`src/design/fan_pwm_regs.vh`:
```
// Constants for the fan PWM duty source controller
`ifndef FAN_PWM_REGS_VH
`define FAN_PWM_REGS_VH

// Clock and timing
`define CLK_MHZ 100
`define START_TIME_MS 1000
`define PWM_FREQ_HZ 30

// Duty scale: full on equals DUTY_FULL
`define DUTY_W 11
`define DUTY_FULL 11'h0_400
`define DUTY_FLOOR 11'h0_133
`define DUTY_SPAN 16'h0_2CD
`define DUTY_CODE_STEPS 16'h0_00F

// Analog level thresholds in millivolts
`define LEVEL_W 12
`define LEVEL_LOW_MV 12'h0_654
`define LEVEL_OVERTEMP_MV 12'h0_A28
// Span gain 717/980 as a fraction of 1024
`define LEVEL_GAIN 10'h2_ED

// Duty setting register
`define DUTY_SET_W 4
`define DUTY_SET_RESET 4'h2
`define SOURCE_SELECT_RESET 1'b0
`define SOURCE_ANALOG 1'b0
`define SOURCE_REGISTER 1'b1

`endif

```
`src/design/fan_pwm_duty_source_control.v`:
```
// Fan PWM controller: start-up full drive, duty source selection, over-temperature
// Overview of operation
// - After reset and on leaving shutdown the drive is held at full duty for one second.
// - When that period ends the source select picks the analog level or the duty setting register.
// - The source select is taken live from the i_duty_source_select input and has no reset value here.
// - With the analog source selected and the input open, the duty is the 39.33% default.
// - With analog control the 1.62 V to 2.6 V span maps linearly onto 30% to 100% duty.
// - Below the span the analog duty stays clamped at the 30% floor.
// - Above the over-temperature level, unless the input is open, the over-temperature flag reads one.
// - In the pin-reporting variant the fault line is pulled low while over-temperature lasts.
// - The source select may change at any time and is followed while running.
// - The duty setting register is four bits, readable and writable, spanning 30% to full on.
// - The pulse train has a constant period near 30 Hz and only its on-time varies.
// - The drive output is active high and driven both ways.
// - Duty codes map linearly from 30% at code 0 to 100% at code 15.
// - Only shutdown stops the drive; nothing else interrupts the pulsing.
`timescale 1ns/100ps
`include "fan_pwm_regs.vh"
module fan_pwm_duty_source_control #(
	parameter [31:0] START_CYCLES = `START_TIME_MS * `CLK_MHZ * 1000,
	parameter [31:0] PERIOD_CYCLES = (`CLK_MHZ * 1000000) / `PWM_FREQ_HZ,
	parameter OVERTEMP_ON_FAULT_PIN = 1
) (
	input wire i_clk,
	input wire i_rst,
	input wire i_duty_source_select,
	input wire i_shutdown_select,
	input wire i_duty_wr,
	input wire [3:0] i_duty_wdata,
	input wire [11:0] i_temp_level_mv,
	input wire i_temp_level_open,
	input wire i_fault_in,
	output reg [3:0] o_fan_duty_setting,
	output reg o_overtemp_flag,
	output reg o_start_active,
	output reg o_fault_out,
	output reg o_fault_oe,
	output reg o_fault_line_low,
	output wire o_pwm_drive_out
);
	// Control states
	localparam [1:0] ST_SHUTDOWN = 2'h0;
	localparam [1:0] ST_START = 2'h1;
	localparam [1:0] ST_RUN = 2'h2;

	reg [`LEVEL_W-1:0] level_meta;
	reg [`LEVEL_W-1:0] level_sync;
	reg open_meta;
	reg open_sync;
	reg fault_meta;
	reg fault_sync;
	reg [`LEVEL_W-1:0] level_prev;
	reg [`LEVEL_W-1:0] level_stable;
	reg [1:0] state;
	reg [1:0] next_state;
	reg [31:0] start_count;
	reg [`DUTY_W-1:0] duty;
	reg [`DUTY_W-1:0] next_duty;
	reg [`DUTY_W-1:0] analog_duty;
	reg [21:0] span_prod;
	reg [11:0] span_mv;
	reg overtemp;
	wire [63:0] on_prod;
	wire [31:0] on_cycles;
	wire pwm_run;

	function [`DUTY_W-1:0] code_duty;
		input [3:0] code;
		reg [15:0] step;
		begin
			step = ({12'h000, code} * `DUTY_SPAN) / `DUTY_CODE_STEPS;
			code_duty = `DUTY_FLOOR + step[`DUTY_W-1:0];
		end
	endfunction

	// Level and open-detect are sampled by an asynchronous converter
	always @(posedge i_clk or posedge i_rst) begin
		if (i_rst) begin
			level_meta <= 12'h000;
			level_sync <= 12'h000;
			open_meta <= 1'b0;
			open_sync <= 1'b0;
			fault_meta <= 1'b1;
			fault_sync <= 1'b1;
			level_prev <= 12'h000;
			level_stable <= 12'h000;
		end else begin
			level_meta <= i_temp_level_mv;
			level_sync <= level_meta;
			open_meta <= i_temp_level_open;
			open_sync <= open_meta;
			fault_meta <= i_fault_in;
			fault_sync <= fault_meta;
			// Bits of a changing word may land a cycle apart; take only a repeated value
			level_prev <= level_sync;
			if (level_sync == level_prev) begin
				level_stable <= level_sync;
			end
		end
	end

	// Duty setting register
	// Write strobe is on this clock, so no sync
	always @(posedge i_clk or posedge i_rst) begin
		if (i_rst) begin
			o_fan_duty_setting <= `DUTY_SET_RESET;
		end else if (i_duty_wr) begin
			o_fan_duty_setting <= i_duty_wdata;
		end
	end

	// Analog level to duty
	always @* begin
		span_mv = level_stable - `LEVEL_LOW_MV;
		span_prod = {10'h000, span_mv} * {12'h000, `LEVEL_GAIN};
		overtemp = (level_stable > `LEVEL_OVERTEMP_MV);
		// Open input falls back to the power-on default code
		if (open_sync) begin
			analog_duty = code_duty(`DUTY_SET_RESET);
		end else if (level_stable < `LEVEL_LOW_MV) begin
			analog_duty = `DUTY_FLOOR;
		end else if (level_stable >= `LEVEL_OVERTEMP_MV) begin
			analog_duty = `DUTY_FULL;
		end else begin
			analog_duty = `DUTY_FLOOR + span_prod[20:10];
		end
	end

	// Start-up and shutdown sequencing
	always @* begin
		next_state = state;
		case (state)
			ST_SHUTDOWN: begin
				if (!i_shutdown_select) begin
					next_state = ST_START;
				end
			end
			ST_START: begin
				if (i_shutdown_select) begin
					next_state = ST_SHUTDOWN;
				end else if (start_count == START_CYCLES - 32'h0000_0001) begin
					next_state = ST_RUN;
				end
			end
			ST_RUN: begin
				// Speed faults never stop the drive, only shutdown does
				if (i_shutdown_select) begin
					next_state = ST_SHUTDOWN;
				end
			end
			// Unused code recovers into a fresh start
			default: begin
				next_state = ST_START;
			end
		endcase
	end

	// Duty source choice, followed live while running
	always @* begin
		if (state != ST_RUN) begin
			next_duty = `DUTY_FULL;
		end else if (i_duty_source_select == `SOURCE_REGISTER) begin
			next_duty = code_duty(o_fan_duty_setting);
		end else begin
			next_duty = analog_duty;
		end
	end

	// Start timer runs only while the start state holds
	always @(posedge i_clk or posedge i_rst) begin
		if (i_rst) begin
			state <= ST_START;
			start_count <= 32'h0000_0000;
			duty <= `DUTY_FULL;
			o_start_active <= 1'b1;
		end else begin
			state <= next_state;
			duty <= next_duty;
			o_start_active <= (next_state == ST_START);
			if (next_state == ST_START && state == ST_START) begin
				start_count <= start_count + 32'h0000_0001;
			end else begin
				start_count <= 32'h0000_0000;
			end
		end
	end

	// Over-temperature status and fault line
	always @(posedge i_clk or posedge i_rst) begin
		if (i_rst) begin
			o_overtemp_flag <= 1'b0;
			o_fault_out <= 1'b0;
			o_fault_oe <= 1'b0;
			o_fault_line_low <= 1'b0;
		end else begin
			// Live level, held off while the input is open
			o_overtemp_flag <= overtemp && !open_sync;
			o_fault_out <= 1'b0;
			// Open-drain: only ever pulls low
			o_fault_oe <= (OVERTEMP_ON_FAULT_PIN != 0) && overtemp && !open_sync;
			o_fault_line_low <= !fault_sync;
		end
	end

	// On-time in clocks: period times duty over 1024
	assign on_prod = {32'h0000_0000, PERIOD_CYCLES} * {53'h0, duty};
	assign on_cycles = on_prod[41:10];
	assign pwm_run = (state != ST_SHUTDOWN);

	// Boundary timing lives in the generator
	pwm_period_gen #(
		.PERIOD_CYCLES(PERIOD_CYCLES)
	) u_pwm (
		.i_clk(i_clk),
		.i_rst(i_rst),
		.i_run(pwm_run),
		.i_on_cycles(on_cycles),
		.o_pwm(o_pwm_drive_out),
		.o_period_start()
	);
endmodule // fan_pwm_duty_source_control

```
`src/design/pwm_period_gen.v`:
```
// Fixed-period PWM generator with duty latched at the period boundary
`timescale 1ns/100ps
module pwm_period_gen #(
	parameter [31:0] PERIOD_CYCLES = 32'd3333333
) (
	input wire i_clk,
	input wire i_rst,
	input wire i_run,
	input wire [31:0] i_on_cycles,
	output reg o_pwm,
	output reg o_period_start
);
	reg [31:0] count;
	reg [31:0] on_cycles;

	always @(posedge i_clk or posedge i_rst) begin
		if (i_rst) begin
			count <= 32'h0000_0000;
			// Full on until the first boundary, as power-up drive needs
			on_cycles <= 32'hFFFF_FFFF;
			o_pwm <= 1'b0;
			o_period_start <= 1'b0;
		end else if (!i_run) begin
			count <= 32'h0000_0000;
			on_cycles <= i_on_cycles;
			o_pwm <= 1'b0;
			o_period_start <= 1'b0;
		end else begin
			o_period_start <= (count == 32'h0000_0000);
			if (count == PERIOD_CYCLES - 32'h0000_0001) begin
				count <= 32'h0000_0000;
				// New on-time only at the boundary, never mid-pulse
				on_cycles <= i_on_cycles;
			end else begin
				count <= count + 32'h0000_0001;
			end
			o_pwm <= (count < on_cycles);
		end
	end
endmodule // pwm_period_gen

```
`config.mk`:
```
export PLATFORM = sky130hd
export DESIGN_NAME = fan_pwm_duty_source_control
export DESIGN_NICKNAME = d
export VERILOG_FILES = /design/src/design/fan_pwm_duty_source_control.v /design/src/design/pwm_period_gen.v
export VERILOG_INCLUDE_DIRS = /design/src /design/src/design
export SDC_FILE = /design/constraint.sdc
export NUM_CORES = 1
export LEC_CHECK = 0
export BUFFER_PORTS_ARGS = -buffer_cell sky130_fd_sc_hd__buf_2
export CAP_MARGIN = 20
export CORE_AREA = 5 5 208 170
export CTS_CLUSTER_DIAMETER = 30
export DETAILED_ROUTE_END_ITERATION = 8
export DIE_AREA = 0 0 213 175
export GPL_ROUTABILITY_DRIVEN = 0
export PLACE_DENSITY = 0.65
export SLEW_MARGIN = 20
export SYNTH_ARGS = -nofsm -noshare
export SYNTH_HDL_FRONTEND = slang
export SYNTH_SLANG_ARGS = --single-unit
export TNS_END_PERCENT = 100
```
`constraint.sdc`:
```
create_clock -name i_clk -period 16.1 [get_ports i_clk]
set_clock_uncertainty 0.15 [all_clocks]
set_input_delay 1.61 -clock i_clk [delete_from_list [all_inputs] [get_ports i_clk]]
set_output_delay 1.61 -clock i_clk [all_outputs]
set_load 0.01 [all_outputs]
```
---- Word-level counts from Yosys, hierarchy flattened ----
Cells that the tools add are included.
storage, ports and cells
  register bits ........................... 169
  input port bits ......................... 23
  output and inout bits ................... 10
  word-level logic and storage cells ...... 61
cells by class
  add/subtract/negate cells ............... 5
  multipliers ............................. 3
  divide/modulo/power cells ............... 1
  $lt $le $gt $ge ......................... 4
  equality and inequality tests ........... 8
  muxes and demuxes ....................... 16
  reduce and logical (&&, ||, !) cells .... 6
operator list
  cell                      count
  $mux W32                  5
  $add A32 B1 Y32 const B   2
  $mux W11                  5
  $mul A22 B11 Y33 const A  1
  $eq A32 B22 Y1 const B    1
  $eq A32 B27 Y1 const B    1
  $lt A32 B32 Y1            1
  $add A9 B11 Y11 const A   2
  $mul A12 B10 Y21 const B  1
  $div A14 B4 Y16 const B   1
  $mul A4 B10 Y14 const B   1
  $eq A12 B12 Y1            1
  $ge A12 B12 Y1 const B    1
  $gt A12 B12 Y1 const B    1
  $lt A12 B11 Y1 const B    1
  $sub A12 B11 Y12 const B  1
  $mux W2                   4
  $pmux W2 S3               1
  $eq A2 B1 Y1 const B      2
  $ne A2 B2 Y1 const B      2
  $eq A2 B2 Y1 const B      1
  $logic_and A1 B1 Y1       2
  $logic_not A1 Y1          2
  $logic_not A2 Y1          1
  2 further kinds           2

---- Logic depth before layout (Yosys ltp) ----
Gate-level depths: netlist of run 1.
  word-level depth ........................ 8
  gate-level depth with buffers ........... 36
  mapped depth without buffers ............ 34

---- By module ----
A second synthesis of run 1 with hierarchy kept.
unflattened totals
  cells, all modules ...................... 1,850
  area, all modules ....................... 17,702.0 um^2
modules (own cells, without submodules)
  module                       instances  cells each  area each (um^2)  sequential area each (um^2)
  fan_pwm_duty_source_control  1          1,496       13,968.4          2,610.0
  pwm_period_gen               1          354         3,733.6           1,691.6

---- Least setup slack after synthesis of run 1 ----
OpenSTA, ideal clock, no wires.
  path type ............................... reg2reg
  from .................................... reg o_fan_duty_setting[1]
  to ...................................... reg duty[10]
  library setup time ...................... 0.084 ns
  arrival time ............................ 7.253 ns
  required time ........................... 15.866 ns
  setup slack ............................. 8.613 ns
  stages on the path, launching flop included .. 35
  buffers on the path ..................... 1
  period minus slack after synthesis ...... 7.487 ns
  cell sequence ........................... dfstp_2 -> ha_1 -> ha_1 -> ha_1 -> fa_1 -> o21ai_0 -> a21oi_1 -> a2111oi_4 -> xnor2_2 -> a21boi_0 -> a2111oi_2 -> nor2_2 -> a21o_1 -> a311oi_4 -> o2111ai_1 -> o211a_2 -> buf_6 -> and3_1 -> o21a_1 -> a21o_1 -> a31oi_1 -> nor2_1 -> nor2_1 -> ha_1 -> inv_1 -> o21ai_0 -> a21oi_1 -> a2bb2oi_1 -> o21a_1 -> nor3_1 -> ha_1 -> nor2b_1 -> o21ai_0 -> nand3_1 -> a311o_1
between the ends
  word-level cells in the longest chain between the ends .. 5
ends and longest elaborated chain
  element                           line                               text
  start: declaration                fan_pwm_duty_source_control.v:33   output reg [3:0] o_fan_duty_setting,
  start signal: assignment          fan_pwm_duty_source_control.v:106  o_fan_duty_setting <= `DUTY_SET_RESET;
  start signal: assignment          fan_pwm_duty_source_control.v:108  o_fan_duty_setting <= i_duty_wdata;
  $mul A4 B10 Y14 (no source line)  n/a
  $div A14 B4 Y16 (no source line)  n/a
  $add A9 B11 Y11 (no source line)  n/a
  $mux W11                          fan_pwm_duty_source_control.v:162  end else if (i_duty_source_select == `SOURCE_REGISTER) begin
  $mux W11                          fan_pwm_duty_source_control.v:160  if (state != ST_RUN) begin
  via next_duty[10]                 fan_pwm_duty_source_control.v:58   reg [`DUTY_W-1:0] next_duty;
  end signal: assignment            fan_pwm_duty_source_control.v:174  duty <= `DUTY_FULL;
  end signal: assignment            fan_pwm_duty_source_control.v:178  duty <= next_duty;
  end: declaration                  fan_pwm_duty_source_control.v:57   reg [`DUTY_W-1:0] duty;
The timed path passes the listed nets, and every way through them passes these cells.
A chain may end at the register's enable or synchronous reset.

---- Worst setup path in the final report of run 1 ----
Same ends and word-level chain as after synthesis.

==> results of run 1 <==
-- sequential cells by signal, summed over array words and instances, names as in the netlist, 2 cells and up --
| register | flops |
|---|---|
| duty | 11 |
| level_meta | 12 |
| level_prev | 12 |
| level_stable | 12 |
| level_sync | 12 |
| o_fan_duty_setting | 4 |
| start_count | 32 |
| state | 2 |
| u_pwm.count | 32 |
| u_pwm.on_cycles | 24 |
-- synth_stat cells (30+ instances only) --
cell	instances	area share
sky130_fd_sc_hd__dfstp_2	30	0.049
sky130_fd_sc_hd__a21o_1	33	0.015
sky130_fd_sc_hd__a21oi_1	80	0.025
sky130_fd_sc_hd__nor2_1	152	0.035
sky130_fd_sc_hd__nand2_1	82	0.019
sky130_fd_sc_hd__inv_1	206	0.048
sky130_fd_sc_hd__xor2_1	75	0.040
sky130_fd_sc_hd__dfrtp_1	131	0.20
sky130_fd_sc_hd__o21ai_0	49	0.015
sky130_fd_sc_hd__fa_1	124	0.15
sky130_fd_sc_hd__nand3_1	53	0.016
sky130_fd_sc_hd__ha_1	227	0.18
sky130_fd_sc_hd__xnor2_1	64	0.035
-- power groups by stage --
stage / Clock [mW] / Sequential (mW) / Combinational [mW]
2_1_floorplan: 0 / 0.431 / 1.18
3_3_place_gp: 0 / 0.433 / 1.43
4_1_cts: 0.429 / 0.426 / 1.45
6_report: 0.417 / 0.426 / 1.47
3_5_place_dp: 0 / 0.433 / 1.44
5_1_grt: 0.448 / 0.427 / 1.63
-- final timing paths --
check,depth (start not counted),endpoint,start
worst max register to register,33,duty[10],o_fan_duty_setting[1]
worst max-delay path,33,duty[10],o_fan_duty_setting[1]
min in group asynchronous,2,start_count[6],i_rst
worst min-delay path,0,level_sync[5],level_meta[5]
worst min register to register,0,level_sync[5],level_meta[5]
max in group asynchronous,3,duty[5],i_rst
-- worst max-delay path: cells and delay by family (launching register included) --
family,cells,cell delay (ps)
buffers and inverters,1,100
adders and majority gates,6,1740
AOI/OAI and AO/OA,18,4370
and+or+nand+nor,7,1070
muxes,1,350
DFF,1,670
-- area by class of cell --
cell class | instances | area [sq um] | area share
antenna | 1 | 2.502 | 0.0001438
clock buffer | 18 | 439.2 | 0.02524
clock inverter | 14 | 166.4 | 0.009564
inverter | 206 | 778.2 | 0.04473
multi-input combinational | 1279 | 11230 | 0.6456
sequential | 161 | 4066 | 0.2337
tap | 434 | 543.0 | 0.03121
timing repair buffer | 33 | 170.2 | 0.009780
-- cells by family after synthesis --
| group | after synthesis |
|---|---|
| AND/OR/NAND/NOR | 466 |
| adder cells (fa/ha/maj) | 353 |
| AO/OA/AOI/OAI | 301 |
| buffers and inverters | 242 |
| flip-flops | 161 |
| XOR/XNOR | 142 |
| multiplexers | 16 |
| other | 1 |
-- through the flow --
step	util	worst slack [ps]	hold slack [ps]
finish	0.5255	7551	198.4
global route	0.5255	6851	209.8
CTS	0.5253	7677	202.0
detailed placement	0.5070	7726	185.5
global placement	0.5070	7957	183.4
floorplan	-	8613	181.2
-- routing by layer --
metal  vias up  share of wire
li1       5821              -
met1      5696           0.50
met2       241           0.44
met3        35          0.048
met4         0          0.012
met5         -              0
==> flow_summary.html, run 1 <==
<table>
<tr><th>Metric</th><th>Value</th></tr>
<tr><th colspan="2">Global routing</th></tr>
<tr><td>Pin count of the biggest net entering global routing</td><td>97</td></tr>
<tr><td>Number of global-route vias before repair</td><td>around 12,000</td></tr>
<tr><td>First-pass GRT wire length</td><td>58,490 microns</td></tr>
<tr><td>Number of antenna violations at the first check in global routing</td><td>0</td></tr>
<tr><td>Global routing usage on met1</td><td>0.2811</td></tr>
<tr><td>Aggregate global routing overflow</td><td>0</td></tr>
<tr><td>Met2 track utilization from global routing</td><td>0.2864</td></tr>
<tr><td>GR Util met3</td><td>0.03787</td></tr>
<tr><td>Most Used Layer, Global Route</td><td>met2</td></tr>
<tr><td>Total routing resource utilization after global routing</td><td>0.1884</td></tr>
<tr><th colspan="2">Route</th></tr>
<tr><td>Number of vias per cell</td><td>around 5.5</td></tr>
<tr><td>TritonRoute pass-1 iters</td><td>5</td></tr>
<tr><td>DRC violation total after the first TritonRoute iteration</td><td>approximately 840</td></tr>
<tr><td>Vias</td><td>11,790</td></tr>
<tr><td>Final antenna-violating net count</td><td>0</td></tr>
<tr><td>Routed Wire Length</td><td>around 33,000 microns</td></tr>
<tr><td>Post-detailed-route wirelength per cell</td><td>about 16 microns</td></tr>
<tr><td>Remaining design rule violation count</td><td>0</td></tr>
<tr><th colspan="2">Worst hold path</th></tr>
<tr><td>Min-delay worst type</td><td>reg -&gt; reg</td></tr>
<tr><th colspan="2">Clocking</th></tr>
<tr><td>Number of buffers created by CTS</td><td>17</td></tr>
<tr><td>Clock root buffer master</td><td>sky130_fd_sc_hd__clkbuf_16</td></tr>
<tr><td>Number of sinks driven by the clock tree</td><td>about 160</td></tr>
<tr><td>Post-CTS Setup Repair Bufs</td><td>0</td></tr>
<tr><td>Bufs on Longest Clock Path</td><td>2</td></tr>
<tr><td>Resize count post-CTS</td><td>0</td></tr>
<tr><td>Clock tree from TritonCTS</td><td>done</td></tr>
<tr><td>Clock-pin slew on the worst setup and hold paths</td><td>70 ps</td></tr>
<tr><td>CTS H-tree lvls</td><td>4</td></tr>
<tr><td>Hold_buf cts</td><td>0</td></tr>
<tr><td>Later-pin clock latency in the skew report</td><td>roughly 440 ps</td></tr>
<tr><th colspan="2">Final layout</th></tr>
<tr><td>Filler-free cell count of the finished design</td><td>approximately 2,100</td></tr>
<tr><td>Post-layout instance area</td><td>between 15,000 and 20,000 sq um</td></tr>
<tr><td>Net count reported at finish</td><td>roughly 2,100</td></tr>
<tr><td>Fraction of layout cells with a size suffix above 1</td><td>0.08475</td></tr>
<tr><td>Layout area overhead</td><td>7.258%</td></tr>
<tr><td>Filler instances</td><td>roughly 3,000</td></tr>
<tr><td>Commonest non-fill, non-tap cell in the layout</td><td>sky130_fd_sc_hd__ha_1</td></tr>
<tr><td>Most frequent cells in the layout</td><td>sky130_fd_sc_hd__ha_1 (227), sky130_fd_sc_hd__inv_1 (205), sky130_fd_sc_hd__nor2_1 (152)</td></tr>
<tr><th colspan="2">Synthesis</th></tr>
<tr><td>Area share of and/or/nand/nor cells after synthesis</td><td>0.1419</td></tr>
<tr><td>Synthesis Warnings</td><td>0</td></tr>
<tr><td>Register bit count reported by yosys</td><td>around 160</td></tr>
<tr><td>Mapped Nets</td><td>2,056</td></tr>
<tr><td>Sequential area share after synthesis</td><td>0.2507</td></tr>
<tr><td>Mean instance size in the synthesized netlist</td><td>9.644 sq um</td></tr>
<tr><td>Post-synthesis instance area</td><td>between 15,000 and 20,000 sq um</td></tr>
<tr><td>Number of enable-type register cells in the synthesized netlist</td><td>0</td></tr>
<tr><td>Main combinational cell family by area after synthesis</td><td>adder cells</td></tr>
<tr><td>Cell count after synthesis</td><td>approximately 1,700</td></tr>
<tr><td>Most frequently used flop master after synthesis</td><td>sky130_fd_sc_hd__dfrtp_1</td></tr>
<tr><td>Proportion of register bits with asynchronous set or reset after synthesis</td><td>1.000</td></tr>
<tr><td>Xor and xnor area share after synthesis</td><td>0.07875</td></tr>
<tr><td>Post-synth cell types</td><td>between 90 and 100</td></tr>
<tr><td>Fraction of the mapped netlist area in compound gates</td><td>0.1300</td></tr>
<tr><td>Multiplexer area fraction after synthesis</td><td>0.01080</td></tr>
<tr><td>Area share of fa/ha/maj cells after synthesis</td><td>0.3293</td></tr>
<tr><th colspan="2">Setup path</th></tr>
<tr><td>Arr. time, crit path</td><td>about 8800 ps</td></tr>
<tr><td>Data required time at the worst endpoint</td><td>around 16,000 ps</td></tr>
<tr><td>Element type at the critical path start</td><td>flip-flop</td></tr>
<tr><td>Critical path start-end classification</td><td>reg -&gt; reg</td></tr>
<tr><td>Worst path max stage delay</td><td>roughly 670 ps</td></tr>
<tr><td>Endpoint type of the worst setup path</td><td>flip-flop</td></tr>
<tr><td>Worst R2R Setup Slack</td><td>~7600 ps</td></tr>
<tr><td>Worst-path cell with the longest stage delay</td><td>sky130_fd_sc_hd__dfstp_2</td></tr>
<tr><td>Most used cell along the critical path</td><td>sky130_fd_sc_hd__ha_1</td></tr>
<tr><td>Worst-path fanout max</td><td>13</td></tr>
<tr><th colspan="2">Power and ir drop</th></tr>
<tr><td>Lkg Pwr</td><td>~8.6 nW</td></tr>
<tr><td>Max IR drop VDD</td><td>around 0.27 mV</td></tr>
<tr><td>Total power after layout</td><td>~2.3 mW</td></tr>
<tr><td>Net switching power figure</td><td>between 1 and 1.5 mW</td></tr>
<tr><td>Internal power component</td><td>roughly 1.2 mW</td></tr>
<tr><td>Power share of the clock group</td><td>0.180</td></tr>
<tr><td>Net Sw Frac</td><td>0.4646</td></tr>
<tr><td>Relative contribution of sequential cells to total power</td><td>0.184</td></tr>
<tr><td>Power per standard cell area</td><td>between 100 and 150 nW/um^2</td></tr>
<tr><td>Relative contribution of combinational cells to total power</td><td>0.636</td></tr>
<tr><th colspan="2">Placement</th></tr>
<tr><td>Total half-perimeter wirelength after legalization and detailed placement</td><td>26,830 microns</td></tr>
<tr><td>Port Buffers</td><td>31</td></tr>
<tr><td>Placed cells</td><td>between 2,000 and 2,500</td></tr>
<tr><td>Cell area after placement</td><td>approximately 17,000 sq um</td></tr>
<tr><th colspan="2">Flow run</th></tr>
<tr><td># Max-Cap Violations</td><td>0</td></tr>
<tr><th colspan="2">Floorplan</th></tr>
<tr><td>Die width</td><td>213 microns</td></tr>
<tr><td>Die boundary height</td><td>around 180 microns</td></tr>
<tr><td>Starting utilization of the core area</td><td>0.4900</td></tr>
<tr><td>Floorplan row count</td><td>60</td></tr>
<tr><td>Area of the core region</td><td>roughly 33,000 sq um</td></tr>
<tr><td>Boundary pin count</td><td>33</td></tr>
<tr><td>Total Die Area</td><td>37,280 sq um</td></tr>
<tr><th colspan="2">STA</th></tr>
<tr><td>Final critical path time including I/O delays and setup</td><td>8549 ps</td></tr>
<tr><td>Slew HR</td><td>0.3796</td></tr>
<tr><td>Setup repair after global routing missed its margin</td><td>no</td></tr>
<tr><td>Setup_tns</td><td>0 ps</td></tr>
<tr><td>Max Freq</td><td>between 100 and 150 MHz</td></tr>
<tr><td>Share of the clock period used by the worst path</td><td>0.5310</td></tr>
<tr><td>Pins over their slew limit</td><td>0</td></tr>
<tr><td>Worst-Margin Slew</td><td>a little over 900 ps</td></tr>
<tr><td># setup viols final</td><td>0</td></tr>
<tr><td>Final Hold Fails</td><td>0</td></tr>
<tr><th colspan="2">Outcome</th></tr>
<tr><td>Run status</td><td>finished, final reports clean</td></tr>
</table>
(Power assumes the default switching activity.)
==> run 2: changes to the inputs <==
--- a/config.mk
+++ b/config.mk
@@ -13,7 +13,7 @@
 export DETAILED_ROUTE_END_ITERATION = 8
 export DIE_AREA = 0 0 213 175
 export GPL_ROUTABILITY_DRIVEN = 0
-export PLACE_DENSITY = 0.65
+export PLACE_DENSITY = 0.68
 export SLEW_MARGIN = 20
 export SYNTH_ARGS = -nofsm -noshare
 export SYNTH_HDL_FRONTEND = slang
==> constraint.sdc (replaced) <==
create_clock -name i_clk -period 7.1 [get_ports i_clk]
set_clock_uncertainty 0.15 [all_clocks]
set_input_delay 0.71 -clock i_clk [delete_from_list [all_inputs] [get_ports i_clk]]
set_output_delay 0.71 -clock i_clk [all_outputs]
set_load 0.01 [all_outputs]
==> run 2 against run 1 <==
  * The flow now finishes with violations (negative setup slack)
  * Sequential power rose by 130%
  * Die area did not move
  * Cell count rose by 8.9%
  * Register-to-register slack got worse by 7800 ps
  * Via count rose by 8.2%
  * Setup slack got worse by 7800 ps
  * Sequential share of layout area fell by 2.6 points
  * Non-clock buffer count rose by 192
  * Combinational power rose to 3.4 times the previous value
  * Wire length rose by 11%
  * Largest cell class unchanged
==> flow_summary.html, run 2 (synthesized netlist as in run 1, its figures left out) <==
<table>
<tr><th>Metric</th><th>Value</th></tr>
<tr><th colspan="2">Final layout</th></tr>
<tr><td>Fraction of layout cells with a size suffix above 1</td><td>0.2296</td></tr>
<tr><td>Filler instances</td><td>around 2,700</td></tr>
<tr><td>Core utilization of the finished layout</td><td>0.5912</td></tr>
<tr><td>Net count reported at finish</td><td>roughly 2,300</td></tr>
<tr><td>Layout area overhead</td><td>20.66%</td></tr>
<tr><td>Most frequent cells in the layout</td><td>sky130_fd_sc_hd__ha_1 (209), sky130_fd_sc_hd__inv_1 (200), sky130_fd_sc_hd__buf_4 (187)</td></tr>
<tr><td>Commonest non-fill, non-tap cell in the layout</td><td>sky130_fd_sc_hd__ha_1</td></tr>
<tr><td>Number of diodes</td><td>0</td></tr>
<tr><td>Top flop regs</td><td>start_count: 32 flops, u_pwm.count: 32 flops, u_pwm.on_cycles: 24 flops</td></tr>
<tr><th colspan="2">Global routing</th></tr>
<tr><td>Pin count of the biggest net entering global routing</td><td>between 80 and 90</td></tr>
<tr><td>Number of antenna violations at the first check in global routing</td><td>1</td></tr>
<tr><td>Aggregate global routing overflow</td><td>0</td></tr>
<tr><td>First-pass GRT wire length</td><td>61,980 microns</td></tr>
<tr><td>Total routing resource utilization after global routing</td><td>0.1991</td></tr>
<tr><td>Number of global-route vias before repair</td><td>around 13,000</td></tr>
<tr><th colspan="2">Power and ir drop</th></tr>
<tr><td>Power share of the clock group</td><td>0.136</td></tr>
<tr><td>Relative contribution of combinational cells to total power</td><td>0.725</td></tr>
<tr><td>Net Sw Frac</td><td>0.4334</td></tr>
<tr><td>Lkg Pwr</td><td>about 9.6 nW</td></tr>
<tr><td>Net switching power figure</td><td>~3.0 mW</td></tr>
<tr><td>Internal power component</td><td>a little under 4 mW</td></tr>
<tr><td>Max IR drop VDD</td><td>between 0.7 and 0.8 mV</td></tr>
<tr><td>Power per standard cell area</td><td>between 300 and 400 nW/um^2</td></tr>
<tr><td>Relative contribution of sequential cells to total power</td><td>0.139</td></tr>
<tr><th colspan="2">STA</th></tr>
<tr><td>Setup repair after global routing missed its margin</td><td>yes</td></tr>
<tr><td>Share of the clock period used by the worst path</td><td>1.028</td></tr>
<tr><td>Worst-Margin Slew</td><td>a little over 900 ps</td></tr>
<tr><td>Setup_tns</td><td>-484.9 ps</td></tr>
<tr><td>Slew HR</td><td>0.3835</td></tr>
<tr><td>Final Hold Fails</td><td>0</td></tr>
<tr><td>Max Freq</td><td>between 100 and 150 MHz</td></tr>
<tr><td>Final WS setup</td><td>-200.1 ps</td></tr>
<tr><td>Pins over their slew limit</td><td>0</td></tr>
<tr><td># setup viols final</td><td>4</td></tr>
<tr><td>Final critical path time including I/O delays and setup</td><td>roughly 7300 ps</td></tr>
<tr><th colspan="2">Route</th></tr>
<tr><td>Routed Wire Length</td><td>between 30,000 and 40,000 microns</td></tr>
<tr><td>Remaining design rule violation count</td><td>0</td></tr>
<tr><td>Final antenna-violating net count</td><td>0</td></tr>
<tr><td>Post-detailed-route wirelength per cell</td><td>between 15 and 20 microns</td></tr>
<tr><td>TritonRoute pass-1 iters</td><td>5</td></tr>
<tr><td>Number of vias per cell</td><td>~5.5</td></tr>
<tr><td>DRC violation total after the first TritonRoute iteration</td><td>just over 800</td></tr>
<tr><td>Vias</td><td>approximately 13,000</td></tr>
<tr><th colspan="2">Setup path</th></tr>
<tr><td>Critical path start-end classification</td><td>reg -&gt; reg</td></tr>
<tr><td>Top delay family on crit path</td><td>compound AO/OA/AOI/OAI gates</td></tr>
<tr><td>Endpoint type of the worst setup path</td><td>flip-flop</td></tr>
<tr><td>Element type at the critical path start</td><td>flip-flop</td></tr>
<tr><td>Data required time at the worst endpoint</td><td>7320 ps</td></tr>
<tr><td>Arr. time, crit path</td><td>~7500 ps</td></tr>
<tr><td>Worst path max stage delay</td><td>570 ps</td></tr>
<tr><td>Critical path buffers and inverters</td><td>4</td></tr>
<tr><td>Worst-path cell with the longest stage delay</td><td>sky130_fd_sc_hd__dfstp_2</td></tr>
<tr><td>Launch point of the worst path</td><td>o_fan_duty_setting[1]</td></tr>
<tr><td>Launch point of the worst reg-to-reg path</td><td>o_fan_duty_setting[1]</td></tr>
<tr><td>Worst-path fanout max</td><td>6</td></tr>
<tr><th colspan="2">Worst hold path</th></tr>
<tr><td>Min-delay worst type</td><td>reg -&gt; reg</td></tr>
<tr><td>Startpoint of the tightest hold check path</td><td>level_meta[3]</td></tr>
<tr><th colspan="2">Flow run</th></tr>
<tr><td># Max-Cap Violations</td><td>0</td></tr>
<tr><th colspan="2">Floorplan</th></tr>
<tr><td>Starting utilization of the core area</td><td>0.4900</td></tr>
<tr><td>Die width</td><td>approximately 210 microns</td></tr>
<tr><td>Total Die Area</td><td>roughly 37,000 sq um</td></tr>
<tr><td>Area of the core region</td><td>between 30,000 and 40,000 sq um</td></tr>
<tr><td>Boundary pin count</td><td>33</td></tr>
<tr><td>Die boundary height</td><td>175 microns</td></tr>
<tr><td>Floorplan row count</td><td>60</td></tr>
<tr><th colspan="2">Clocking</th></tr>
<tr><td>Number of buffers created by CTS</td><td>17</td></tr>
<tr><td>CTS H-tree lvls</td><td>4</td></tr>
<tr><td>Clock tree from TritonCTS</td><td>done</td></tr>
<tr><td>Bufs on Longest Clock Path</td><td>2</td></tr>
<tr><td>Hold_buf cts</td><td>0</td></tr>
<tr><td>Later-pin clock latency in the skew report</td><td>roughly 440 ps</td></tr>
<tr><td>Clock-pin slew on the worst setup and hold paths</td><td>around 70 ps</td></tr>
<tr><td>Number of sinks driven by the clock tree</td><td>between 150 and 200</td></tr>
<tr><td>Clock root buffer master</td><td>sky130_fd_sc_hd__clkbuf_16</td></tr>
<tr><th colspan="2">Outcome</th></tr>
<tr><td>Violations in the final reports</td><td>negative setup slack</td></tr>
<tr><td>Run status</td><td>complete, but fails checks</td></tr>
<tr><th colspan="2">Placement</th></tr>
<tr><td>Port Buffers</td><td>31</td></tr>
<tr><td>Total half-perimeter wirelength after legalization and detailed placement</td><td>between 20,000 and 30,000 microns</td></tr>
</table>
-- run 2: power groups by stage --
stage | sequential [mW] | combinational (mW) | clock (mW)
CTS | 0.963 | 4.41 | 0.965
global route | 0.966 | 5.42 | 1.00
finish | 0.963 | 5.02 | 0.941
floorplan | 0.978 | 2.76 | 0
global placement | 0.979 | 4.04 | 0
detailed placement | 0.980 | 4.13 | 0
-- run 2: layout make-up --
type	instances	area, sq um	area share
Multi-Input combinational cell	1279	11930	0.6097
Sequential cell	161	4071	0.2080
Clock buffer	17	425.4	0.02173
Inverter	206	778.2	0.03976
Timing Repair Buffer	225	1649	0.08425
Clock inverter	15	171.4	0.008758
Tap cell	434	543.0	0.02774
-- run 2: stage by stage --
step	worst slack, ps	cell area (sq um)	instances	power [mW]	hold WS (ps)
final	-200.1	19570	2337	6.925	201.3
after floorplan	1.452	16340	1682	3.739	181.2
after CTS	-86.21	18930	2309	6.335	189.0
after detailed placement	-456.8	18050	2265	5.114	185.5
after global placement	-232.8	18050	2265	5.024	184.5
after global routing	-575.0	19570	2337	7.388	199.6
-- run 2: worst paths after layout --
| path | to | slack [ps] | cells past startpoint |
|---|---|---|---|
| setup reg to reg | duty[10] | -200 | 34 |
| hold reg to reg | level_sync[3] | 200 | 0 |
| setup / recovery | duty[10] | -200 | 34 |
| min in group asynchronous | start_count[11] | 260 | 2 |
| max in group asynchronous | u_pwm.count[31] | 5130 | 3 |
| hold / removal | level_sync[3] | 200 | 0 |
-- run 2: timing repair --
action | 4_1_cts | 5_1_grt
setup endpoints to repair | 6 | 10
pin swaps | 32 | 69
buffers inserted | 12 | 29
endpoints found under the hold margin | 0 | 0
gates resized for setup | 35 | 89
-- run 2: routing by layer --
| layer | vias to the layer above | part of all wire | global-route usage |
|---|---|---|---|
| met5 | - | 0.00035 | 0 |
| met4 | 2 | 0.014 | 0.04399 |
| met3 | 62 | 0.044 | 0.03393 |
| met2 | 289 | 0.46 | 0.3136 |
| met1 | 6213 | 0.48 | 0.2892 |
| li1 | 6198 | - | - |
==> run 3: changes to the inputs <==
--- a/config.mk
+++ b/config.mk
@@ -6,12 +6,13 @@
 export SDC_FILE = /design/constraint.sdc
 export NUM_CORES = 1
 export LEC_CHECK = 0
+export ABC_AREA = 1
 export BUFFER_PORTS_ARGS = -buffer_cell sky130_fd_sc_hd__buf_2
 export CAP_MARGIN = 20
-export CORE_AREA = 5 5 208 170
+export CORE_AREA = 5 5 206 168
 export CTS_CLUSTER_DIAMETER = 30
 export DETAILED_ROUTE_END_ITERATION = 8
-export DIE_AREA = 0 0 213 175
+export DIE_AREA = 0 0 211 173
 export GPL_ROUTABILITY_DRIVEN = 0
 export PLACE_DENSITY = 0.68
 export SLEW_MARGIN = 20
==> run 3 against run 2 <==
  * The run still ends with negative setup slack left
  * Setup slack got worse by 290 ps
  * Sequential share of layout area increased by 0.43 points
  * Design area shrank 2.1%
  * Fmax down 3.8%
  * Total power is 37% higher
  * Wire length down 7.5%
  * Clock power increased by 1%
  * Critical path depth up 31
  * Die area down 2.1%
  * Hold slack is essentially flat
  * Critical path type unchanged
==> flow_summary.html, run 3 <==
<table>
<tr><th>Metric</th><th>Value</th></tr>
<tr><th colspan="2">Outcome</th></tr>
<tr><td>Run status</td><td>complete, but fails checks</td></tr>
<tr><td>Violations in the final reports</td><td>negative setup slack</td></tr>
<tr><th colspan="2">Power and ir drop</th></tr>
<tr><td>Total power after layout</td><td>approximately 9.5 mW</td></tr>
<tr><td>Max IR drop VDD</td><td>1.239 mV</td></tr>
<tr><td>Relative contribution of combinational cells to total power</td><td>0.796</td></tr>
<tr><td>Net switching power figure</td><td>about 4.7 mW</td></tr>
<tr><td>Lkg Pwr</td><td>9.901 nW</td></tr>
<tr><td>Relative contribution of sequential cells to total power</td><td>0.104</td></tr>
<tr><td>Net Sw Frac</td><td>0.4951</td></tr>
<tr><td>Power per standard cell area</td><td>slightly below 500 nW/um^2</td></tr>
<tr><td>Internal power component</td><td>~4.8 mW</td></tr>
<tr><td>Power share of the clock group</td><td>0.100</td></tr>
<tr><th colspan="2">Synthesis</th></tr>
<tr><td>Number of enable-type register cells in the synthesized netlist</td><td>0</td></tr>
<tr><td>Cell count after synthesis</td><td>1,855</td></tr>
<tr><td>Most frequently used flop master after synthesis</td><td>sky130_fd_sc_hd__dfrtp_1</td></tr>
<tr><td>Mean instance size in the synthesized netlist</td><td>between 8 and 9 sq um</td></tr>
<tr><td>Fraction of synthesized cell area taken by the top area cell type</td><td>0.2052</td></tr>
<tr><td>Most numerous cell types in the synthesized netlist</td><td>sky130_fd_sc_hd__inv_1 (363), sky130_fd_sc_hd__nand2_1 (261), sky130_fd_sc_hd__ha_1 (227), sky130_fd_sc_hd__nor2_1 (132), sky130_fd_sc_hd__dfrtp_1 (131)</td></tr>
<tr><td>Post-synth cell types</td><td>approximately 60</td></tr>
<tr><td>Cell accounting for the most synthesized area</td><td>sky130_fd_sc_hd__dfrtp_1</td></tr>
<tr><td>Proportion of register bits with asynchronous set or reset after synthesis</td><td>1.000</td></tr>
<tr><td>Top cells by area in the synthesized netlist</td><td>sky130_fd_sc_hd__dfrtp_1 (21%), sky130_fd_sc_hd__ha_1 (18%), sky130_fd_sc_hd__fa_1 (16%), sky130_fd_sc_hd__inv_1 (8.5%), sky130_fd_sc_hd__nand2_1 (6.1%)</td></tr>
<tr><td>Sequential area share after synthesis</td><td>0.2546</td></tr>
<tr><td>Post-synthesis instance area</td><td>about 16,000 sq um</td></tr>
<tr><td>Most instantiated library cell after synthesis</td><td>sky130_fd_sc_hd__inv_1</td></tr>
<tr><td>Mapped Nets</td><td>about 2,200</td></tr>
<tr><td>Synthesis Warnings</td><td>0</td></tr>
<tr><td>Register bit count reported by yosys</td><td>approximately 160</td></tr>
<tr><th colspan="2">Final layout</th></tr>
<tr><td>Filler-free cell count of the finished design</td><td>roughly 2,500</td></tr>
<tr><td>Post-layout instance area</td><td>between 15,000 and 20,000 sq um</td></tr>
<tr><td>Net count reported at finish</td><td>2,431</td></tr>
<tr><td>Layout area overhead</td><td>19.95%</td></tr>
<tr><td>Commonest non-fill, non-tap cell in the layout</td><td>sky130_fd_sc_hd__inv_1</td></tr>
<tr><td>Fraction of layout cells with a size suffix above 1</td><td>0.2280</td></tr>
<tr><td>Filler instances</td><td>about 2,800</td></tr>
<tr><td>Number of diodes</td><td>0</td></tr>
<tr><td>Most frequent cells in the layout</td><td>sky130_fd_sc_hd__inv_1 (355), sky130_fd_sc_hd__nand2_1 (232), sky130_fd_sc_hd__ha_1 (211)</td></tr>
<tr><td>Core utilization of the finished layout</td><td>0.5953</td></tr>
<tr><td>Top flop regs</td><td>start_count: 32 flops, u_pwm.count: 32 flops, u_pwm.on_cycles: 24 flops</td></tr>
<tr><th colspan="2">STA</th></tr>
<tr><td>Share of the clock period used by the worst path</td><td>1.069</td></tr>
<tr><td>Max Freq</td><td>131.7 MHz</td></tr>
<tr><td>Pins over their slew limit</td><td>0</td></tr>
<tr><td>Slew HR</td><td>0.4805</td></tr>
<tr><td>Final Hold Fails</td><td>0</td></tr>
<tr><td>Worst-Margin Slew</td><td>776.4 ps</td></tr>
<tr><td>Final WS setup</td><td>-491.6 ps</td></tr>
<tr><td>WHS</td><td>~200 ps</td></tr>
<tr><td># setup viols final</td><td>9</td></tr>
<tr><td>Final critical path time including I/O delays and setup</td><td>between 7000 and 8000 ps</td></tr>
<tr><td>Setup_tns</td><td>-2243 ps</td></tr>
<tr><td>Setup repair after global routing missed its margin</td><td>yes</td></tr>
<tr><th colspan="2">Setup path</th></tr>
<tr><td>R2R depth</td><td>between 60 and 70</td></tr>
<tr><td>Endpoint type of the worst setup path</td><td>flip-flop</td></tr>
<tr><td>Arr. time, crit path</td><td>between 7000 and 8000 ps</td></tr>
<tr><td>Critical path start-end classification</td><td>reg -&gt; reg</td></tr>
<tr><td>End of the worst register-to-register path</td><td>duty[8]</td></tr>
<tr><td>Element type at the critical path start</td><td>flip-flop</td></tr>
<tr><td>Worst-path fanout max</td><td>7</td></tr>
<tr><td>Worst path max stage delay</td><td>about 570 ps</td></tr>
<tr><td>Worst R2R Setup Slack</td><td>-490 ps</td></tr>
<tr><td>Launch point of the worst reg-to-reg path</td><td>o_fan_duty_setting[1]</td></tr>
<tr><td>Data required time at the worst endpoint</td><td>7330 ps</td></tr>
<tr><td>Worst-path cell with the longest stage delay</td><td>sky130_fd_sc_hd__dfstp_2</td></tr>
<tr><td>Most used cell along the critical path</td><td>sky130_fd_sc_hd__nand2_4</td></tr>
<tr><th colspan="2">Global routing</th></tr>
<tr><td>Number of global-route vias before repair</td><td>12,680</td></tr>
<tr><td>Pin count of the biggest net entering global routing</td><td>83</td></tr>
<tr><td>Total routing resource utilization after global routing</td><td>0.1934</td></tr>
<tr><td>Number of antenna violations at the first check in global routing</td><td>0</td></tr>
<tr><td>Aggregate global routing overflow</td><td>0</td></tr>
<tr><td>First-pass GRT wire length</td><td>roughly 60,000 microns</td></tr>
<tr><th colspan="2">Clocking</th></tr>
<tr><td>Clock root buffer master</td><td>sky130_fd_sc_hd__clkbuf_16</td></tr>
<tr><td>CTS H-tree lvls</td><td>4</td></tr>
<tr><td>Bufs on Longest Clock Path</td><td>2</td></tr>
<tr><td>Clock-pin slew on the worst setup and hold paths</td><td>70 ps</td></tr>
<tr><td>Clock tree from TritonCTS</td><td>done</td></tr>
<tr><td>Number of sinks driven by the clock tree</td><td>161</td></tr>
<tr><td>Later-pin clock latency in the skew report</td><td>around 450 ps</td></tr>
<tr><td>Hold_buf cts</td><td>0</td></tr>
<tr><td>Number of buffers created by CTS</td><td>17</td></tr>
<tr><th colspan="2">Route</th></tr>
<tr><td>Post-detailed-route wirelength per cell</td><td>between 10 and 15 microns</td></tr>
<tr><td>Final antenna-violating net count</td><td>0</td></tr>
<tr><td>Remaining design rule violation count</td><td>0</td></tr>
<tr><td>DRC violation total after the first TritonRoute iteration</td><td>about 640</td></tr>
<tr><td>Routed Wire Length</td><td>about 35,000 microns</td></tr>
<tr><td>Vias</td><td>~12,000</td></tr>
<tr><td>TritonRoute pass-1 iters</td><td>5</td></tr>
<tr><td>Number of vias per cell</td><td>4.998</td></tr>
<tr><th colspan="2">Floorplan</th></tr>
<tr><td>Boundary pin count</td><td>33</td></tr>
<tr><td>Total Die Area</td><td>around 37,000 sq um</td></tr>
<tr><td>Starting utilization of the core area</td><td>0.4963</td></tr>
<tr><td>Die width</td><td>roughly 210 microns</td></tr>
<tr><td>Floorplan row count</td><td>59</td></tr>
<tr><td>Die boundary height</td><td>about 170 microns</td></tr>
<tr><td>Area of the core region</td><td>32,190 sq um</td></tr>
<tr><th colspan="2">Placement</th></tr>
<tr><td>Total half-perimeter wirelength after legalization and detailed placement</td><td>approximately 27,000 microns</td></tr>
<tr><td>Cell area after placement</td><td>17,750 sq um</td></tr>
<tr><td>Port Buffers</td><td>31</td></tr>
<tr><td>Worst setup slack after placement</td><td>-526.8 ps</td></tr>
<tr><td>Placed cells</td><td>between 2,000 and 2,500</td></tr>
<tr><th colspan="2">Worst hold path</th></tr>
<tr><td>Startpoint of the tightest hold check path</td><td>open_meta</td></tr>
<tr><td>Min-delay worst type</td><td>reg -&gt; reg</td></tr>
<tr><td>Worst Hold Endpoint</td><td>open_sync</td></tr>
<tr><td>Hold Path Cell Cnt</td><td>0</td></tr>
<tr><th colspan="2">Flow run</th></tr>
<tr><td># Max-Cap Violations</td><td>0</td></tr>
</table>
## run 3: worst max-delay path, delay by kind of cell, from the launching register on
kind,cells,cell delay [ps]
and+or+nand+nor,48,4480
buffers and inverters,6,480
adders and majority gates,6,1260
AOI/OAI and AO/OA,5,550
DFF,1,570
## run 3: final cells by class
class	instances	area (sq um)	area share
multi-input combinational	1306	11090	0.5789
clock buffer	17	425.4	0.02220
sequential	161	4068	0.2123
tap	427	534.3	0.02788
clock inverter	15	201.4	0.01051
timing repair buffer	197	1420	0.07411
inverter	374	1419	0.07405
## run 3: how the worst max path moves through the flow
stage | start | to | slack [ps] | depth (start not counted)
5_1_grt | o_fan_duty_setting[1] | duty[8] | -1000 | 66
4_1_cts | o_fan_duty_setting[1] | duty[8] | -430 | 64
2_1_floorplan | o_fan_duty_setting[1] | duty[8] | -270 | 65
6_report | o_fan_duty_setting[1] | duty[8] | -490 | 65
3_5_place_dp | o_fan_duty_setting[1] | duty[8] | -530 | 65
3_3_place_gp | o_fan_duty_setting[1] | duty[8] | -240 | 63
## run 3: timing repair
action | 4_1_cts | 5_1_grt
resized for setup | 47 | 82
setup endpoints to repair | 15 | 19
setup buffers | 18 | 13
pin swaps | 43 | 62
endpoints found under the hold margin | 0 | 0
## run 3: per-layer routing
layer,track usage,up-vias,wire length (microns)
li1,-,6394,-
met1,0.2694,5882,16440
met2,0.3125,170,16390
met3,0.04203,33,1217
met4,0.04024,0,485
met5,0,-,0
## run 3: power by group through the flow
stage | combinational, mW | clock (mW) | sequential (mW)
6_report | 7.58 | 0.950 | 0.990
5_1_grt | 8.47 | 1.01 | 0.995
4_1_cts | 7.05 | 0.976 | 0.989
3_5_place_dp | 6.44 | 0 | 1.01
3_3_place_gp | 6.32 | 0 | 1.00
2_1_floorplan | 4.53 | 0 | 1.00
## run 3: cell families (layout without fill, tap and decap cells)
logic type | Yosys count | in the layout | share of synthesized area
mux | 3 | 3 | 0.002115
flops | 161 | 161 | 0.2546
fa+ha+maj | 351 | 351 | 0.3332
other cells | 1 | 1 | 0.0002348
xor+xnor | 56 | 56 | 0.03070
simple gates | 655 | 655 | 0.2007
buf+inv | 388 | 603 | 0.09203
compound gates | 240 | 240 | 0.08648
